--- src/ocd_pkg.sv ---
// Purpose: Shared constants and types for the output-channel divider block.
// Assumes: One divider input clock; registers written through the serial port back end.
// Notes: Offsets are the register addresses as seen on the serial control port.
package ocd_pkg;
	// Register addresses, per group: counts, control, power and correction.
	localparam logic [9:0] ADDR_G1_COUNTS = 10'h193;
	localparam logic [9:0] ADDR_G1_CTRL = 10'h194;
	localparam logic [9:0] ADDR_G1_PWR = 10'h195;
	localparam logic [9:0] ADDR_G2_COUNTS = 10'h196;
	localparam logic [9:0] ADDR_G2_CTRL = 10'h197;
	localparam logic [9:0] ADDR_G2_PWR = 10'h198;
	// Reset values.
	localparam logic [7:0] RST_G1_COUNTS = 8'h33;
	localparam logic [7:0] RST_G2_COUNTS = 8'h11;
	localparam logic [7:0] RST_CTRL = 8'h00;
	localparam logic [7:0] RST_PWR = 8'h00;
	// Count register fields.
	localparam int LOW_MSB = 7;
	localparam int LOW_LSB = 4;
	localparam int HIGH_MSB = 3;
	localparam int HIGH_LSB = 0;
	// Control register fields.
	localparam int BIT_BYPASS = 7;
	localparam int BIT_IGNORE = 6;
	localparam int BIT_FORCE = 5;
	localparam int BIT_START = 4;
	localparam int PHASE_MSB = 3;
	localparam int PHASE_LSB = 0;
	// Power and correction register fields.
	localparam int BIT_PWRDN = 2;
	localparam int BIT_DCC_OFF = 0;
	// Divider sequencing states.
	typedef enum logic [1:0] {
		ST_HOLD,
		ST_DELAY,
		ST_RUN
	} ocd_state_type;
endpackage : ocd_pkg

--- src/ocd_divider.sv ---
// Purpose: Two output-group channel dividers with their configuration registers.
// Assumes: ref_clk is the divider input clock; syncN is an asynchronous pin.
// Notes: Bypass output toggles every rising edge, the nearest a flip-flop gets to the raw clock.
`timescale 1ns/100ps

module ocd_chan_div (
	input wire logic ref_clk,
	input wire logic nrst,
	input wire logic [7:0] cntReg,
	input wire logic [7:0] ctlReg,
	input wire logic dccOff,
	input wire logic syncActive,
	output logic divOut
);
	ocd_pkg::ocd_state_type state;
	ocd_pkg::ocd_state_type next_state;
	logic [4:0] cnt;
	logic [4:0] next_cnt;
	logic next_divOut;
	logic [3:0] lowCnt;
	logic [3:0] highCnt;
	logic [3:0] phase;
	logic bypass;
	logic ignore;
	logic [5:0] period;
	logic [4:0] lowEff;
	logic [4:0] highEff;
	logic [4:0] phaseLen;

	assign lowCnt = cntReg[ocd_pkg::LOW_MSB:ocd_pkg::LOW_LSB];
	assign highCnt = cntReg[ocd_pkg::HIGH_MSB:ocd_pkg::HIGH_LSB];
	assign phase = ctlReg[ocd_pkg::PHASE_MSB:ocd_pkg::PHASE_LSB];
	assign bypass = ctlReg[ocd_pkg::BIT_BYPASS];
	assign ignore = ctlReg[ocd_pkg::BIT_IGNORE];

	// Correction splits the whole period evenly; an odd period leaves the extra cycle high.
	always_comb begin
		period = 6'({2'b00, lowCnt} + {2'b00, highCnt} + 6'h02);
		if (dccOff) begin
			lowEff = 5'({1'b0, lowCnt} + 5'h01);
			highEff = 5'({1'b0, highCnt} + 5'h01);
		end else begin
			lowEff = period[5:1];
			highEff = 5'(period - {1'b0, period[5:1]});
		end
		phaseLen = divOut ? highEff : lowEff;
	end

	// Next-state logic; bypass beats force, force beats sync, sync beats counting.
	always_comb begin
		next_state = state;
		next_cnt = cnt;
		next_divOut = divOut;
		if (bypass) begin
			next_state = ocd_pkg::ST_HOLD;
			next_cnt = 5'h00;
			next_divOut = ~divOut;
		end else if (ignore) begin
			// The force level is meaningful only with the sync disregarded.
			next_state = ocd_pkg::ST_HOLD;
			next_cnt = 5'h00;
			next_divOut = ctlReg[ocd_pkg::BIT_FORCE];
		end else if (syncActive) begin
			next_state = ocd_pkg::ST_HOLD;
			next_cnt = 5'h00;
			next_divOut = ctlReg[ocd_pkg::BIT_START];
		end else begin
			unique case (state)
				ocd_pkg::ST_HOLD: begin
					next_cnt = 5'h00;
					next_divOut = ctlReg[ocd_pkg::BIT_START];
					if (phase == 4'h0) begin
						next_state = ocd_pkg::ST_RUN;
					end else begin
						next_state = ocd_pkg::ST_DELAY;
					end
				end
				ocd_pkg::ST_DELAY: begin
					if (cnt == 5'({1'b0, phase} - 5'h01)) begin
						next_state = ocd_pkg::ST_RUN;
						next_cnt = 5'h00;
					end else begin
						next_cnt = 5'(cnt + 5'h01);
					end
				end
				ocd_pkg::ST_RUN: begin
					// A count that shrinks mid-phase ends the phase at once instead of wrapping the counter.
					if (cnt >= 5'(phaseLen - 5'h01)) begin
						next_cnt = 5'h00;
						next_divOut = ~divOut;
					end else begin
						next_cnt = 5'(cnt + 5'h01);
					end
				end
				default: begin
					next_state = ocd_pkg::ST_HOLD;
				end
			endcase
		end
	end

	// State registers.
	always_ff @(posedge ref_clk) begin
		if (!nrst) begin
			state <= ocd_pkg::ST_HOLD;
			cnt <= 5'h00;
			divOut <= 1'b0;
		end else begin
			state <= next_state;
			cnt <= next_cnt;
			divOut <= next_divOut;
		end
	end

	logic running;
	assign running = (state == ocd_pkg::ST_RUN) && !bypass && !ignore && !syncActive;
endmodule : ocd_chan_div

module ocd_divider (
	input wire logic ref_clk,
	input wire logic nrst,
	input wire logic syncN,
	input wire logic regWr,
	input wire logic [9:0] regAddr,
	input wire logic [7:0] regWdata,
	output logic [7:0] regRdata,
	output logic group1OutputA,
	output logic group1OutputB,
	output logic group1OutputC,
	output logic group1OeN,
	output logic group2OutputA,
	output logic group2OutputB,
	output logic group2OutputC,
	output logic group2OeN
);
	logic [7:0] cntR [2];
	logic [7:0] ctlR [2];
	logic [7:0] pwrR [2];
	logic [7:0] next_cntR [2];
	logic [7:0] next_ctlR [2];
	logic [7:0] next_pwrR [2];
	logic [7:0] next_regRdata;
	logic [2:0] syncPipe;
	logic syncActive;
	logic next_syncActive;
	logic [1:0] divOut;
	logic [1:0] groupOut;
	logic [1:0] groupOeN;
	logic [1:0] next_groupOeN;

	// Register writes and the read mux; unmapped addresses read as zero.
	always_comb begin
		next_cntR = cntR;
		next_ctlR = ctlR;
		next_pwrR = pwrR;
		next_regRdata = 8'h00;
		unique case (regAddr)
			ocd_pkg::ADDR_G1_COUNTS: next_regRdata = cntR[0];
			ocd_pkg::ADDR_G1_CTRL: next_regRdata = ctlR[0];
			ocd_pkg::ADDR_G1_PWR: next_regRdata = pwrR[0];
			ocd_pkg::ADDR_G2_COUNTS: next_regRdata = cntR[1];
			ocd_pkg::ADDR_G2_CTRL: next_regRdata = ctlR[1];
			ocd_pkg::ADDR_G2_PWR: next_regRdata = pwrR[1];
			default: next_regRdata = 8'h00;
		endcase
		if (regWr) begin
			unique case (regAddr)
				ocd_pkg::ADDR_G1_COUNTS: next_cntR[0] = regWdata;
				ocd_pkg::ADDR_G1_CTRL: next_ctlR[0] = regWdata;
				ocd_pkg::ADDR_G1_PWR: next_pwrR[0] = regWdata;
				ocd_pkg::ADDR_G2_COUNTS: next_cntR[1] = regWdata;
				ocd_pkg::ADDR_G2_CTRL: next_ctlR[1] = regWdata;
				ocd_pkg::ADDR_G2_PWR: next_pwrR[1] = regWdata;
				default: next_regRdata = 8'h00;
			endcase
		end
	end

	// Sync level moves only once the second and third stages agree, filtering a glitch.
	always_comb begin
		next_syncActive = syncActive;
		if (syncPipe[1] == syncPipe[2]) begin
			next_syncActive = ~syncPipe[2];
		end
		// Power-down takes effect one edge after the power bit is written.
		for (int g = 0; g < 2; g++) begin
			next_groupOeN[g] = pwrR[g][ocd_pkg::BIT_PWRDN];
		end
	end

	// Register file, synchroniser and output stage.
	always_ff @(posedge ref_clk) begin
		if (!nrst) begin
			cntR[0] <= ocd_pkg::RST_G1_COUNTS;
			cntR[1] <= ocd_pkg::RST_G2_COUNTS;
			ctlR[0] <= ocd_pkg::RST_CTRL;
			ctlR[1] <= ocd_pkg::RST_CTRL;
			pwrR[0] <= ocd_pkg::RST_PWR;
			pwrR[1] <= ocd_pkg::RST_PWR;
			regRdata <= 8'h00;
			syncPipe <= 3'h7;
			syncActive <= 1'b0;
			groupOut <= 2'h0;
			groupOeN <= 2'h3;
		end else begin
			cntR <= next_cntR;
			ctlR <= next_ctlR;
			pwrR <= next_pwrR;
			regRdata <= next_regRdata;
			syncPipe <= {syncPipe[1:0], syncN};
			syncActive <= next_syncActive;
			groupOut <= divOut;
			groupOeN <= next_groupOeN;
		end
	end

	// One divider per group; each drives its three outputs together.
	for (genvar g = 0; g < 2; g++) begin : gen_chan
		ocd_chan_div u_chan (
			.ref_clk(ref_clk),
			.nrst(nrst),
			.cntReg(cntR[g]),
			.ctlReg(ctlR[g]),
			.dccOff(pwrR[g][ocd_pkg::BIT_DCC_OFF]),
			.syncActive(syncActive),
			.divOut(divOut[g])
		);
	end

	// The three pins of a group share one flop, so they never skew against each other.
	assign group1OutputA = groupOut[0];
	assign group1OutputB = groupOut[0];
	assign group1OutputC = groupOut[0];
	assign group1OeN = groupOeN[0];
	assign group2OutputA = groupOut[1];
	assign group2OutputB = groupOut[1];
	assign group2OutputC = groupOut[1];
	assign group2OeN = groupOeN[1];
endmodule : ocd_divider

--- config.mk ---
export PLATFORM = sky130hd
export DESIGN_NAME = ocd_divider
export DESIGN_NICKNAME = d
export VERILOG_FILES = /design/src/ocd_pkg.sv /design/src/ocd_divider.sv
export SDC_FILE = /design/constraint.sdc
export NUM_CORES = 1
export LEC_CHECK = 0
export BUFFER_PORTS_ARGS = -buffer_cell sky130_fd_sc_hd__buf_2
export CORE_UTILIZATION = 40
export CTS_CLUSTER_DIAMETER = 80
export DETAILED_ROUTE_END_ITERATION = 16
export GPL_TIMING_DRIVEN = 0
export SYNTH_ARGS = -nofsm -noshare
export SYNTH_HDL_FRONTEND = slang
export SYNTH_SLANG_ARGS = --single-unit
export TNS_END_PERCENT = 50
--- constraint.sdc ---
create_clock -name ref_clk -period 9.32 [get_ports ref_clk]
set_input_delay 0.932 -clock ref_clk [delete_from_list [all_inputs] [get_ports ref_clk]]
set_output_delay 0.932 -clock ref_clk [all_outputs]
set_load 0.02 [all_outputs]
=== Word-level counts from Yosys, hierarchy flattened ===
Cells that the tools add are included.

* Logic and storage cells: 110
* Bits of input ports: 22
* Bits in registers: 80
* Output and inout port bits: 16

* Multiplexer cells: 31
* Bitwise logic cells: 6
* $lt $le $gt $ge: 2
* Eq/ne operators: 17
* Reduce and logical (&&, ||, !) cells: 21
* Add/subtract/negate cells: 16

{| class="wikitable"
|+ Operators by type and width
! kind !! count
|-
| 10-bit by 9-bit == test with 1-bit output (second input constant) || 6
|-
| 5-bit two-way mux || 10
|-
| 8-bit one-hot mux with 6 select lines || 1
|-
| 5-bit one-hot mux with 3 select lines || 2
|-
| 4-bit by 1-bit adder with 5-bit output (second input constant) || 4
|-
| 2-bit AND reduction || 10
|-
| 8-bit two-way mux || 2
|-
| 5-bit by 2-bit adder with 6-bit output (second input constant) || 2
|-
| 2-bit one-hot mux with 3 select lines || 2
|-
| 4-bit by 4-bit adder with 5-bit output || 2
|-
| 5-bit by 1-bit adder with 5-bit output (second input constant) || 2
|-
| 5-bit == test || 2
|-
| 5-bit greater-or-equal comparator || 2
|-
| 5-bit by 4-bit != test with 1-bit output (second input constant) || 2
|-
| 5-bit nonzero test || 2
|-
| 4-bit by 1-bit subtractor with 5-bit output (second input constant) || 2
|-
| 5-bit by 1-bit subtractor with 5-bit output (second input constant) || 2
|-
| 5-bit subtractor || 2
|-
| 4-bit logical NOT || 2
|-
| 1-bit two-way mux || 8
|-
| 2-bit two-way mux || 4
|-
| 4-bit OR reduction || 2
|-
| 1-bit NOT || 6
|-
| 3-bit nonzero test || 2
|-
| other kinds (7) || 12
|}

=== Longest topological paths before layout ===
Gate-level depths: netlist of the first run.

* Word-level depth: 12
* Gate-level depth with buffers: 21
* Mapped depth without buffers: 21

=== Cells and area by module ===
Synthesis of the first run repeated with hierarchy kept, for this count alone.

* Cells, all modules: 588
* Area, all modules: 5437.7 µm²

{| class="wikitable"
|+ By module, submodules not included
! module !! times used !! area an instance (µm²) !! cells an instance
|-
| ocd_divider || 1 || 2705.1 || 268
|-
| ocd_chan_div (gen_chan[0].u_chan) || 1 || 1370.1 || 160
|-
| ocd_chan_div (gen_chan[1].u_chan) || 1 || 1362.6 || 160
|}

=== Worst setup path after synthesis of the first run ===
OpenSTA, ideal clock, no wires.

* Path type: reg2reg
* Start point: register cntR[9] in the netlist's numbering
* End point: register gen_chan[0].u_chan.divOut
* Stages on the path, launching flop included: 21
* Setup slack: 5.096 ns
* Data required time: 9.244 ns
* Clock period less this slack: 4.224 ns
* Buffers on the path: 0
* Arrival time: 4.149 ns
* Cells stage by stage: dfxtp_1 inv_1 ha_1 inv_1 ha_1 fa_1 inv_1 fa_1 mux4_2 inv_1 ha_1 nor2b_1 o21ai_0 xnor2_1 ha_1 nand2_1 nand3b_1 a31oi_1 o21ai_0 or2_2 a21boi_0

* Longest elaborated chain between the ends: 9
* Elaborated cells on any way between the ends: 11
* Those cells by class: 5 x add/sub; 1 x order compare; 1 x eq/ne; 3 x mux; 1 x reduce/logical

{| class="wikitable"
|+ RTL lines
! item !! RTL line !! source
|-
| start: declaration || ocd_divider.sv:136 || <nowiki>logic [7:0] cntR [2];</nowiki>
|-
| start signal: assignment || ocd_divider.sv:206 || <nowiki>cntR <= next_cntR;</nowiki>
|-
| 4-bit by 4-bit adder with 5-bit output || ocd_divider.sv:38 || <nowiki>period = 6'({2'b00, lowCnt} + {2'b00, highCnt} + 6'h02);</nowiki>
|-
| 5-bit by 2-bit adder with 6-bit output || ocd_divider.sv:38 ||
|-
| 5-bit subtractor || ocd_divider.sv:44 || <nowiki>highEff = 5'(period - {1'b0, period[5:1]});</nowiki>
|-
| 5-bit two-way mux || ocd_divider.sv:39 || <nowiki>if (dccOff) begin</nowiki>
|-
| 5-bit two-way mux * || ocd_divider.sv:46 || <nowiki>phaseLen = divOut ? highEff : lowEff;</nowiki>
|-
| 5-bit by 1-bit subtractor with 5-bit output * || ocd_divider.sv:88 || <nowiki>if (cnt >= 5'(phaseLen - 5'h01)) begin</nowiki>
|-
| 5-bit greater-or-equal comparator * || ocd_divider.sv:88 ||
|-
| 5-bit by 4-bit != test with 1-bit output (no line) * || n/a ||
|-
| 2-bit AND reduction (no line) * || n/a ||
|-
| end signal: assignment || ocd_divider.sv:111 || <nowiki>divOut <= next_divOut;</nowiki>
|-
| end: declaration || ocd_divider.sv:13 || <nowiki>output logic divOut</nowiki>
|}

Every way passes the cells marked *; elsewhere a longest branch is shown, timed or not.
A chain may end at the register's enable or synchronous reset.

=== Final worst setup path of the first run ===
* Start point: register cntR[13] in the netlist's numbering
* End point: register gen_chan[0].u_chan.divOut

Same word-level chain as after synthesis.

==> results.tsv, run 1 <==
stage	metric	value	unit
layout	Ant. Diodes	0	
power_and_ir_drop	VDD IR max	0.1140	mV
power_and_ir_drop	Net Sw Frac	25.60	%
layout	multi-input logic area	3457	sq um
setup_path	CP Launch Point	cntR[13]	
power_and_ir_drop	Pint	0.5862	mW
yosys	Async S/R FF share, synth	0	%
power_and_ir_drop	net load switching power	0.2016	mW
die	Starting Density	40.78	%
layout	Register Area	1602	sq um
setup_path	Worst EP required	9.59	ns
yosys	syn nets	693	
placed_design	I/O Buffers	35	
timing	final setup TNS	0	ns
timing	final period utilization	51.44	%
flow_run	max_cap viols	0	
global_route	global-route wire length before repair	22630	microns
power_and_ir_drop	pwr dens	129.9	nW/um^2
die	full die area	13910	sq um
routing	vias	4683	
placed_design	placed cell areas	5774	sq um
setup_path	Worst R2R Start	cntR[13]	
power_and_ir_drop	Leakage	2.405	nW
yosys	#FFs+latches synth	80	
clocking	Post-CTS Setup Bufs	0	
clocking	worst skew pair latency	0.35	ns
timing	worst hold slack	0.4187	ns
outcome	status	complete, no violations	
power_and_ir_drop	overall power	0.7878	mW
yosys	post-synth cell types	65	
layout	fill count	1288	
setup_path	Crit Path Max Fanout	5	
clocking	Clock transition at path regs	0.06	ns
power_and_ir_drop	Comb power frac	10.8	%
setup_path	flop2flop setup slack	4.53	ns
yosys	Synth Warn #	0	
layout	Nets	739	
layout	Area growth, synth to finish	12.75	%
global_route	GRT Util Overall	20.58	%
yosys	ys flop type	dfxtp_1	
timing	final hold viol count	0	
setup_path	crit path kind	flop to flop	
timing	Slew headroom	61.28	%
die	I/O pins	38	
layout	fin area	6065	sq um
timing	RSZ-0062 raised after global routing	no	
setup_path	crit end category	flop	
setup_path	startpoint types	flop	
yosys	synthesized area	5379	sq um
timing	Max Clk Rate	208.6	MHz
setup_path	CP endpoint	gen_chan[0].u_chan.divOut	
routing	Iteration-0 DRC Markers	311	
clocking	TritonCTS buffer count	9	
clocking	H-tree depth	3	
global_route	largest net degree at the start of global routing	14	
setup_path	R2R depth	20	
power_and_ir_drop	clock network power share	44.7	%
placed_design	placer congestion estimate	0.9325	
timing	final setup violation count	0	
global_route	vias in the first global route	4480	
clocking	root buf cell	clkbuf_16	
clocking	cts hold-fix bufs	0	
global_route	GRT overflow	0	
routing	# DRC	0	
routing	antenna-violating nets left	0	
routing	Avg WL per Cell	16.41	microns
clocking	CTS tree	done	
timing	fin. max-slew vios	0	
yosys	cell count after synthesis	617	
die	FP Rows	42	
die	Die Wd	118.0	microns
routing	drt first pass iters	5	
yosys	Mean Syn Cell Area	8.718	sq um
clocking	clock sink total	80	
routing	Detailed Route WL	13850	microns
placed_design	detailed placer's ending HPWL	10490	microns
timing	clock period minus worst slack	4.794	ns
yosys	Post-synth EDFFs	0	
timing	Clock Skews	0.01158	ns
setup_path	Critical Path AT	5.06	ns
clocking	Max Buffers Root-to-Sink	2	
global_route	antenna violations before repair	0	
routing	post-DR vias/cell	5.549	
power_and_ir_drop	share of power burned in registers	44.5	%
timing	worst slew pin tran	0.5765	ns
yosys	Seq/Total Area, Yosys	29.77	%
worst_hold_path	hold crit path type	flop to flop	
setup_path	RR Endpoint	gen_chan[0].u_chan.divOut	
die	CORE AREA	13190	sq um
clocking	# resized after CTS	0	
die	DIE HEIGHT	118.0	microns
layout	share of cells above drive strength 1	14.07	%
cell usage in the layout, fill, tap and decap left out, types with 9 or more instances in the layout:
cell	synthesis	routed
nor2b_1	10	10
a21boi_0	19	19
ha_1	50	50
inv_1	38	38
clkbuf_1	15	17
nand3_1	71	71
nand2_1	69	69
nor2_1	12	12
a21oi_1	28	28
o21ai_0	31	31
dfxtp_1	80	80
buf_2	1	36
xnor2_1	21	21
nand2b_1	9	9
nor3_1	9	9
xor2_1	14	14
clkbuf_16	0	9
stage by stage:
step / std cells / util (%) / worst slack, ns
final: 844 / 45.98 / 4.526
after detailed placement: 828 / 43.78 / 4.561
after global placement: 828 / 43.78 / 4.673
after CTS: 844 / 45.98 / 4.521
after global routing: 844 / 45.98 / 4.147
after floorplan: 617 / - / 5.096
power by group through the flow:
stage	combinational (mW)	clock [mW]	sequential, mW
after floorplan	0.0565	0	0.358
after global placement	0.0826	0	0.358
after detailed placement	0.0845	0	0.358
after CTS	0.0850	0.358	0.351
after global routing	0.0942	0.370	0.351
final	0.0855	0.352	0.350
cells by family after synthesis:
family	Yosys count	share of synthesized area, %
muxes	19	5.118
buffers and inverters	69	5.955
and+or+nand+nor	223	23.28
AOI/OAI and AO/OA	137	17.05
adders and majority gates	54	13.12
xor gates and xnor gates	35	5.699
DFF	80	29.77
routing by layer:
layer / vias up / wire length [microns] / GRT usage (%)
met5: - / 0 / 0
met4: 0 / 386 / 9.135
met3: 30 / 689 / 3.246
met2: 147 / 5965 / 31.21
met1: 2194 / 6810 / 28.66
li1: 2312 / - / -
area by class of cell:
type	count	area share, %
Timing Repair Buffer	35	2.888
Multi-Input combinational cell	468	57.00
Tap cell	176	3.631
Clock buffer	11	3.837
Clock inverter	5	0.9490
Buffer	31	2.930
Inverter	38	2.352
Sequential cell	80	26.41
synth_stat cells (6+ instances only):
cell | instances | area, sq um
buf_4 | 6 | 45.04
and2_1 | 6 | 37.54
nand2_1 | 69 | 259.0
nand2b_1 | 9 | 56.30
ha_1 | 50 | 625.6
nor2b_1 | 10 | 62.56
xnor2_1 | 21 | 183.9
dfxtp_1 | 80 | 1602
xor2_1 | 14 | 122.6
nor3_1 | 9 | 45.04
a21boi_0 | 19 | 142.6
a31oi_1 | 6 | 37.54
inv_1 | 38 | 142.6
a21oi_1 | 28 | 140.1
nor2_1 | 12 | 45.04
a222oi_1 | 8 | 80.08
nand3_1 | 71 | 355.3
mux4_2 | 6 | 135.1
a22oi_1 | 8 | 60.06
clkbuf_1 | 15 | 56.30
o21ai_0 | 31 | 155.2
nand3b_1 | 7 | 52.55
a21boi_1 | 8 | 60.06
mux2_2 | 8 | 90.09
critical path, cell delays in order (launching register included):
cell and delay, ns:
dfxtp_1 0.43, inv_1 0.07, ha_1 0.27, inv_1 0.04, ha_1 0.22, fa_1 0.55
inv_1 0.10, fa_1 0.48, mux4_2 0.46, inv_1 0.08, ha_1 0.17, nor2b_1 0.12
o21ai_0 0.11, xnor2_1 0.16, ha_1 0.30, nand2_1 0.06, nand3b_1 0.07, a31oi_1 0.34
o21ai_0 0.22, or2_2 0.30, a21boi_0 0.16
registers in the layout, indices dropped and copies added (netlist names), 2 cells and up:
| name | count |
|---|---|
| gen_chan.u_chan.state | 4 |
| ctlR | 16 |
| syncPipe | 3 |
| gen_chan.u_chan.cnt | 10 |
| gen_chan.u_chan.divOut | 2 |
| cntR | 16 |
| groupOut | 2 |
| regRdata | 8 |
| groupOeN | 2 |
| pwrR | 14 |
| next_groupOeN | 2 |
how the worst min path moves through the flow:
| stage | slack (ns) | depth (start not counted) | start | to |
|---|---|---|---|---|
| floorplan | 0.39 | 1 | syncPipe[0] | syncPipe[1] |
| global placement | 0.40 | 1 | syncPipe[0] | syncPipe[1] |
| detailed placement | 0.40 | 1 | syncPipe[0] | syncPipe[1] |
| CTS | 0.42 | 1 | syncPipe[0] | syncPipe[1] |
| global route | 0.46 | 1 | syncPipe[0] | syncPipe[1] |
| finish | 0.42 | 1 | syncPipe[0] | syncPipe[1] |
Power figures use the tool's default switching activity.
==> run 2: changes to the inputs <==
- clock period: 9.32 -> 4.9 ns (I/O delays scaled with it)
==> results.tsv, run 2 (same netlist as run 1, synthesis figures left out) <==
stage	metric	value	unit	change
die	DIE HEIGHT	118.0	microns	unchanged
timing	clock period minus worst slack	4.570	ns	-0.2240 ns
global_route	GRT Util Overall	20.58	%	unchanged
setup_path	crit end category	flop		
layout	share of cells above drive strength 1	14.67	%	+0.60 points
clocking	TritonCTS buffer count	9		unchanged
clocking	Clock transition at path regs	0.06	ns	about the same
global_route	largest net degree at the start of global routing	14		unchanged
die	FP Rows	42		unchanged
setup_path	startpoint types	flop		
flow_run	max_cap viols	0		unchanged
placed_design	pre-CTS setup slack	0.1409	ns	-4.420 ns
routing	post-DR vias/cell	5.568		+0.34%
timing	Slew headroom	61.53	%	+0.25 points
die	Die Wd	118.0	microns	unchanged
global_route	vias in the first global route	4480		unchanged
layout	Nets	739		unchanged
setup_path	CP delay by family, top	adder cells		
layout	Ant. Diodes	0		unchanged
clocking	root buf cell	clkbuf_16		
timing	worst slew pin tran	0.5771	ns	+0.0006022 ns
placed_design	detailed placer's ending HPWL	10490	microns	unchanged
setup_path	slowest stage delay, CP	0.57	ns	+0.02 ns
routing	Avg WL per Cell	16.49	microns	+0.48%
clocking	H-tree depth	3		unchanged
layout	biggest regs	cntR x16, ctlR x16, pwrR x14		
placed_design	I/O Buffers	35		unchanged
clocking	clock sink total	80		unchanged
routing	Detailed Route WL	13920	microns	+0.48%
setup_path	Crit Path Max Fanout	5		unchanged
global_route	antenna violations before repair	0		unchanged
power_and_ir_drop	VDD IR max	0.2167	mV	+90%
clocking	worst skew pair latency	0.35	ns	about the same
layout	commonest non-fill, non-tap cell in the layout	dfxtp_1		
clocking	CTS tree	done		
timing	setup ws final	0.3301	ns	-4.196 ns
die	CORE AREA	13190	sq um	unchanged
power_and_ir_drop	pwr dens	246.4	nW/um^2	+90%
timing	Clock Skews	0.01219	ns	+0.0006174 ns
routing	Iteration-0 DRC Markers	294		-5.5%
worst_hold_path	hold crit path type	primary input to flop		
clocking	Post-CTS Setup Bufs	0		unchanged
outcome	status	complete, no violations		
layout	fin util	46.13	%	+0.15 points
setup_path	crit-path cells	inv_1 > ha_1 > inv_1 > ha_1 > fa_2 > inv_1 > fa_1 > mux4_2 > inv_1 > ha_1 > nor2b_1 > o21ai_0 > xnor2_1 > ha_1 > nand2_1 > nand3b_1 > a31oi_4 > o21ai_1 > or2_2 > a21boi_0		
placed_design	placed cell areas	5774	sq um	unchanged
setup_path	Slowest-stage cell, CP	fa_2		
timing	fin. max-slew vios	0		unchanged
timing	Max Clk Rate	218.8	MHz	+4.9%
timing	final setup violation count	0		unchanged
global_route	GRT overflow	0		unchanged
layout	fin area	6085	sq um	+0.33%
timing	final hold viol count	0		unchanged
routing	drt first pass iters	5		unchanged
routing	# DRC	0		unchanged
setup_path	Worst EP required	5.17	ns	-4.42 ns
layout	Area growth, synth to finish	13.12	%	
clocking	Max Buffers Root-to-Sink	2		unchanged
die	Starting Density	40.78	%	unchanged
placed_design	placer congestion estimate	0.9325		unchanged
timing	final setup TNS	0	ns	unchanged
die	full die area	13910	sq um	unchanged
routing	antenna-violating nets left	0		unchanged
timing	RSZ-0062 raised after global routing	no		
global_route	global-route wire length before repair	22630	microns	unchanged
timing	final period utilization	93.26	%	+42 points
routing	vias	4699		+0.34%
setup_path	Critical Path AT	4.84	ns	-0.22 ns
power_and_ir_drop	overall power	1.499	mW	+90%
power_and_ir_drop	Leakage	2.405	nW	about the same
die	I/O pins	38		unchanged
setup_path	crit path kind	flop to flop		
setup_path	Bufs and invs on worst path	4		unchanged
layout	most frequent cells in the layout	dfxtp_1, nand3_1, nand2_1, ha_1, inv_1		
[run 2: worst register-to-register path, stage by stage (launching register included)]
cell      delay, ns
dfxtp_2        0.38
inv_1          0.06
ha_1           0.26
inv_1          0.04
ha_1           0.22
fa_2           0.57
inv_1          0.08
fa_1           0.48
mux4_2         0.46
inv_1          0.08
ha_1           0.17
nor2b_1        0.12
o21ai_0        0.11
xnor2_1        0.16
ha_1           0.34
nand2_1        0.08
nand3b_1       0.11
a31oi_4        0.21
o21ai_1        0.12
or2_2          0.29
a21boi_0       0.16
[run 2: report_power, final]
| group | internal [mW] | leakage, nW | switching [mW] |
|---|---|---|---|
| sequential | 0.659 | 0.646 | 0.00748 |
| combinational | 0.0632 | 1.63 | 0.102 |
| clock | 0.394 | 0.132 | 0.274 |
[run 2: timing repair]
action,CTS,global route
setup endpoints to repair,0,5
hold buffers,0,0
resized for setup,0,6
[run 2: final timing paths]
check | startpoint | to | slack, ns | depth (start not counted)
worst max-delay path | cntR[13] | gen_chan[0].u_chan.divOut | 0.33 | 20
worst min-delay path | syncN | syncPipe[0] | 0.35 | 2
worst max register to register | cntR[13] | gen_chan[0].u_chan.divOut | 0.33 | 20
worst min register to register | syncPipe[0] | syncPipe[1] | 0.42 | 1
[run 2: layout make-up]
type                            count  area, sq um
Buffer                             31        177.7
Clock buffer                       11        232.7
Clock inverter                      5        57.56
Fill cell                        1288         7106
Inverter                           38        142.6
Multi-Input combinational cell    468         3475
Sequential cell                    80         1604
Tap cell                          176        220.2
Timing Repair Buffer               35        175.2
[run 2: layer usage]
metal  GRT usage [%]  routed length, microns
met1           28.66                    6766
met2           31.21                    6047
met3           3.246                     714
met4           9.135                     391
met5               0                       0
[run 2: stage by stage]
step / instances / hold WS, ns
after global placement: 828 / 0.4020
after detailed placement: 828 / 0.4038
after CTS: 844 / 0.3434
after floorplan: 617 / 0.3863
final: 844 / 0.3524
after global routing: 844 / 0.3538
==> run 3: changes to the inputs <==
- clock period: 4.9 -> 4.2 ns (I/O delays scaled with it)
==> results.tsv, run 3 (same netlist as run 1, synthesis figures left out) <==
stage	metric	value	unit	change
outcome	status	complete, no violations		
clocking	worst skew pair latency	0.34	ns	about the same
power_and_ir_drop	Comb power frac	12.5	%	+1.5 points
setup_path	startpoint types	flop		
power_and_ir_drop	net load switching power	0.4390	mW	+15%
placed_design	I/O Buffers	35		unchanged
layout	Ant. Diodes	0		unchanged
power_and_ir_drop	share of power burned in registers	43.9	%	-0.6 points
timing	Slew headroom	60.29	%	-1.2 points
layout	multi-input logic area	3757	sq um	+8.1%
clocking	Clock transition at path regs	0.06	ns	about the same
global_route	largest net degree at the start of global routing	13		-1
global_route	GRT Util Overall	21.24	%	+0.66 points
setup_path	Critical Path AT	4.42	ns	-0.42 ns
global_route	antenna violations before repair	0		unchanged
global_route	vias in the first global route	4585		+2.3%
global_route	GRT overflow	0		unchanged
routing	metal3 WL	690	microns	-3.4%
layout	share of cells above drive strength 1	25.04	%	+10 points
die	DIE HEIGHT	118.0	microns	unchanged
routing	DR WL met2	6853	microns	+13%
placed_design	placed insts	828		unchanged
routing	top layer in use	met4		
die	FP Rows	42		unchanged
flow_run	max_cap viols	0		unchanged
timing	clock period minus worst slack	4.186	ns	-0.3835 ns
global_route	global-route wire length before repair	23340	microns	+3.2%
placed_design	placer congestion estimate	0.9310		-0.16%
power_and_ir_drop	pwr dens	271.1	nW/um^2	+10%
layout	biggest regs	cntR x16, ctlR x16, pwrR x14		
setup_path	crit end category	flop		
routing	Detailed Route WL	14520	microns	+4.3%
timing	fin. max-slew vios	0		unchanged
die	full die area	13910	sq um	unchanged
layout	Non-Filler Instances	859		+1.8%
timing	Max Clk Rate	238.9	MHz	+9.2%
worst_hold_path	hold path cells	2		unchanged
power_and_ir_drop	Pint	1.328	mW	+19%
routing	post-DR vias/cell	5.549		-0.32%
layout	Area growth, synth to finish	21.17	%	
routing	vias	4767		+1.4%
routing	antenna-violating nets left	0		unchanged
timing	RSZ-0062 raised after global routing	yes		
clocking	TritonCTS buffer count	9		unchanged
setup_path	Crit Path Max Fanout	4		-1
routing	wire length on met1	6666	microns	-1.5%
power_and_ir_drop	Leakage	2.538	nW	+5.5%
routing	Avg WL per Cell	16.91	microns	+2.5%
die	Die Wd	118.0	microns	unchanged
die	I/O pins	38		unchanged
die	Starting Density	40.78	%	unchanged
power_and_ir_drop	Net Sw Frac	24.85	%	-0.68 points
setup_path	R2R depth	21		+5.0%
setup_path	Worst EP required	4.43	ns	-0.74 ns
clocking	H-tree depth	3		unchanged
power_and_ir_drop	VDD IR max	0.1969	mV	-9.1%
timing	Clock Skews	0.007909	ns	-0.004285 ns
timing	worst slew pin tran	0.5957	ns	+0.01860 ns
placed_design	detailed placer's ending HPWL	10480	microns	-0.14%
timing	final setup violation count	0		unchanged
layout	Register Area	1627	sq um	+1.4%
layout	most frequent cells in the layout	nand3_1, nand2_1, dfxtp_1, ha_1, buf_2		
routing	drt first pass iters	5		unchanged
power_and_ir_drop	clock network power share	43.5	%	-1.0 points
clocking	clock sink total	80		unchanged
placed_design	placed cell areas	5781	sq um	+0.11%
clocking	CTS tree	done		
layout	fill count	1248		-3.1%
timing	final period utilization	99.68	%	+6.4 points
clocking	root buf cell	clkbuf_16		
layout	Nets	755		+2.2%
routing	# DRC	0		unchanged
clocking	Max Buffers Root-to-Sink	2		unchanged
routing	Iteration-0 DRC Markers	328		+12%
die	CORE AREA	13190	sq um	unchanged
timing	worst hold slack	0.2811	ns	-0.07122 ns
clocking	cts hold-fix bufs	0		unchanged
setup_path	crit path kind	flop to flop		
layout	fin area	6518	sq um	+7.1%
worst_hold_path	hold crit path type	primary input to flop		
timing	final hold viol count	0		unchanged
layout	commonest non-fill, non-tap cell in the layout	nand3_1		
[run 3: layer usage]
| layer | vias to the layer above | global-route usage (%) |
|---|---|---|
| met5 | - | 0 |
| met4 | 0 | 8.253 |
| met3 | 28 | 3.779 |
| met2 | 151 | 33.46 |
| met1 | 2250 | 28.72 |
| li1 | 2338 | - |
[run 3: worst max-delay path, stage by stage, from the launching register on]
cell and delay (ns):
dfxtp_4 0.35, inv_2 0.04, ha_4 0.25, inv_2 0.04
ha_4 0.15, fa_1 0.53, inv_2 0.06, fa_2 0.44
mux4_2 0.48, inv_2 0.10, ha_4 0.13, nor2b_4 0.13
o21ai_2 0.07, xnor2_2 0.13, ha_1 0.30, nand2_1 0.06
nand3b_1 0.13, a31oi_4 0.06, buf_6 0.13, a31o_4 0.21
a41oi_2 0.18, o22ai_2 0.10
[run 3: what timing repair did]
item | 4_1_cts | 5_1_grt
resized for setup | 36 | 47
endpoints found under the setup margin | 12 | 12
pin swaps | 16 | 29
setup buffers | 13 | 5
[run 3: power by group through the flow]
| stage | Combinational, mW | Clock [mW] | Sequential (mW) |
|---|---|---|---|
| 3_5_place_dp | 0.188 | 0 | 0.795 |
| 2_1_floorplan | 0.127 | 0 | 0.795 |
| 6_report | 0.222 | 0.769 | 0.776 |
| 5_1_grt | 0.241 | 0.812 | 0.777 |
| 4_1_cts | 0.204 | 0.777 | 0.776 |
| 3_3_place_gp | 0.185 | 0 | 0.794 |
[run 3: metrics by stage]
| step | total power [mW] | setup TNS (ns) | util (%) | setup WS (ns) |
|---|---|---|---|---|
| after floorplan | 0.9221 | 0 | - | 0.01321 |
| after global placement | 0.9787 | -2.405 | 43.82 | -0.3540 |
| after detailed placement | 0.9828 | -3.139 | 43.82 | -0.4188 |
| after CTS | 1.757 | -0.08754 | 47.59 | -0.03232 |
| after global routing | 1.829 | -0.7211 | 49.41 | -0.1398 |
| final | 1.767 | 0 | 49.41 | 0.01360 |
[run 3: final cells by class]
| type | instances | area share (%) |
|---|---|---|
| inverters | 38 | 2.227 |
| repair buffers | 51 | 4.646 |
| plain buffers | 31 | 2.726 |
| flip-flops and latches | 80 | 24.96 |
| clock buffers | 11 | 3.724 |
| multi-input cells | 468 | 57.65 |
| clock inverters | 4 | 0.6911 |
| well taps | 176 | 3.379 |
[run 3: final timing paths]
check,from,slack (ns),endpoint
setup / recovery,cntR[9],0.01,gen_chan[0].u_chan.cnt[4]
hold / removal,syncN,0.28,syncPipe[0]
setup reg to reg,cntR[9],0.01,gen_chan[0].u_chan.cnt[4]
hold reg to reg,syncPipe[0],0.41,syncPipe[1]
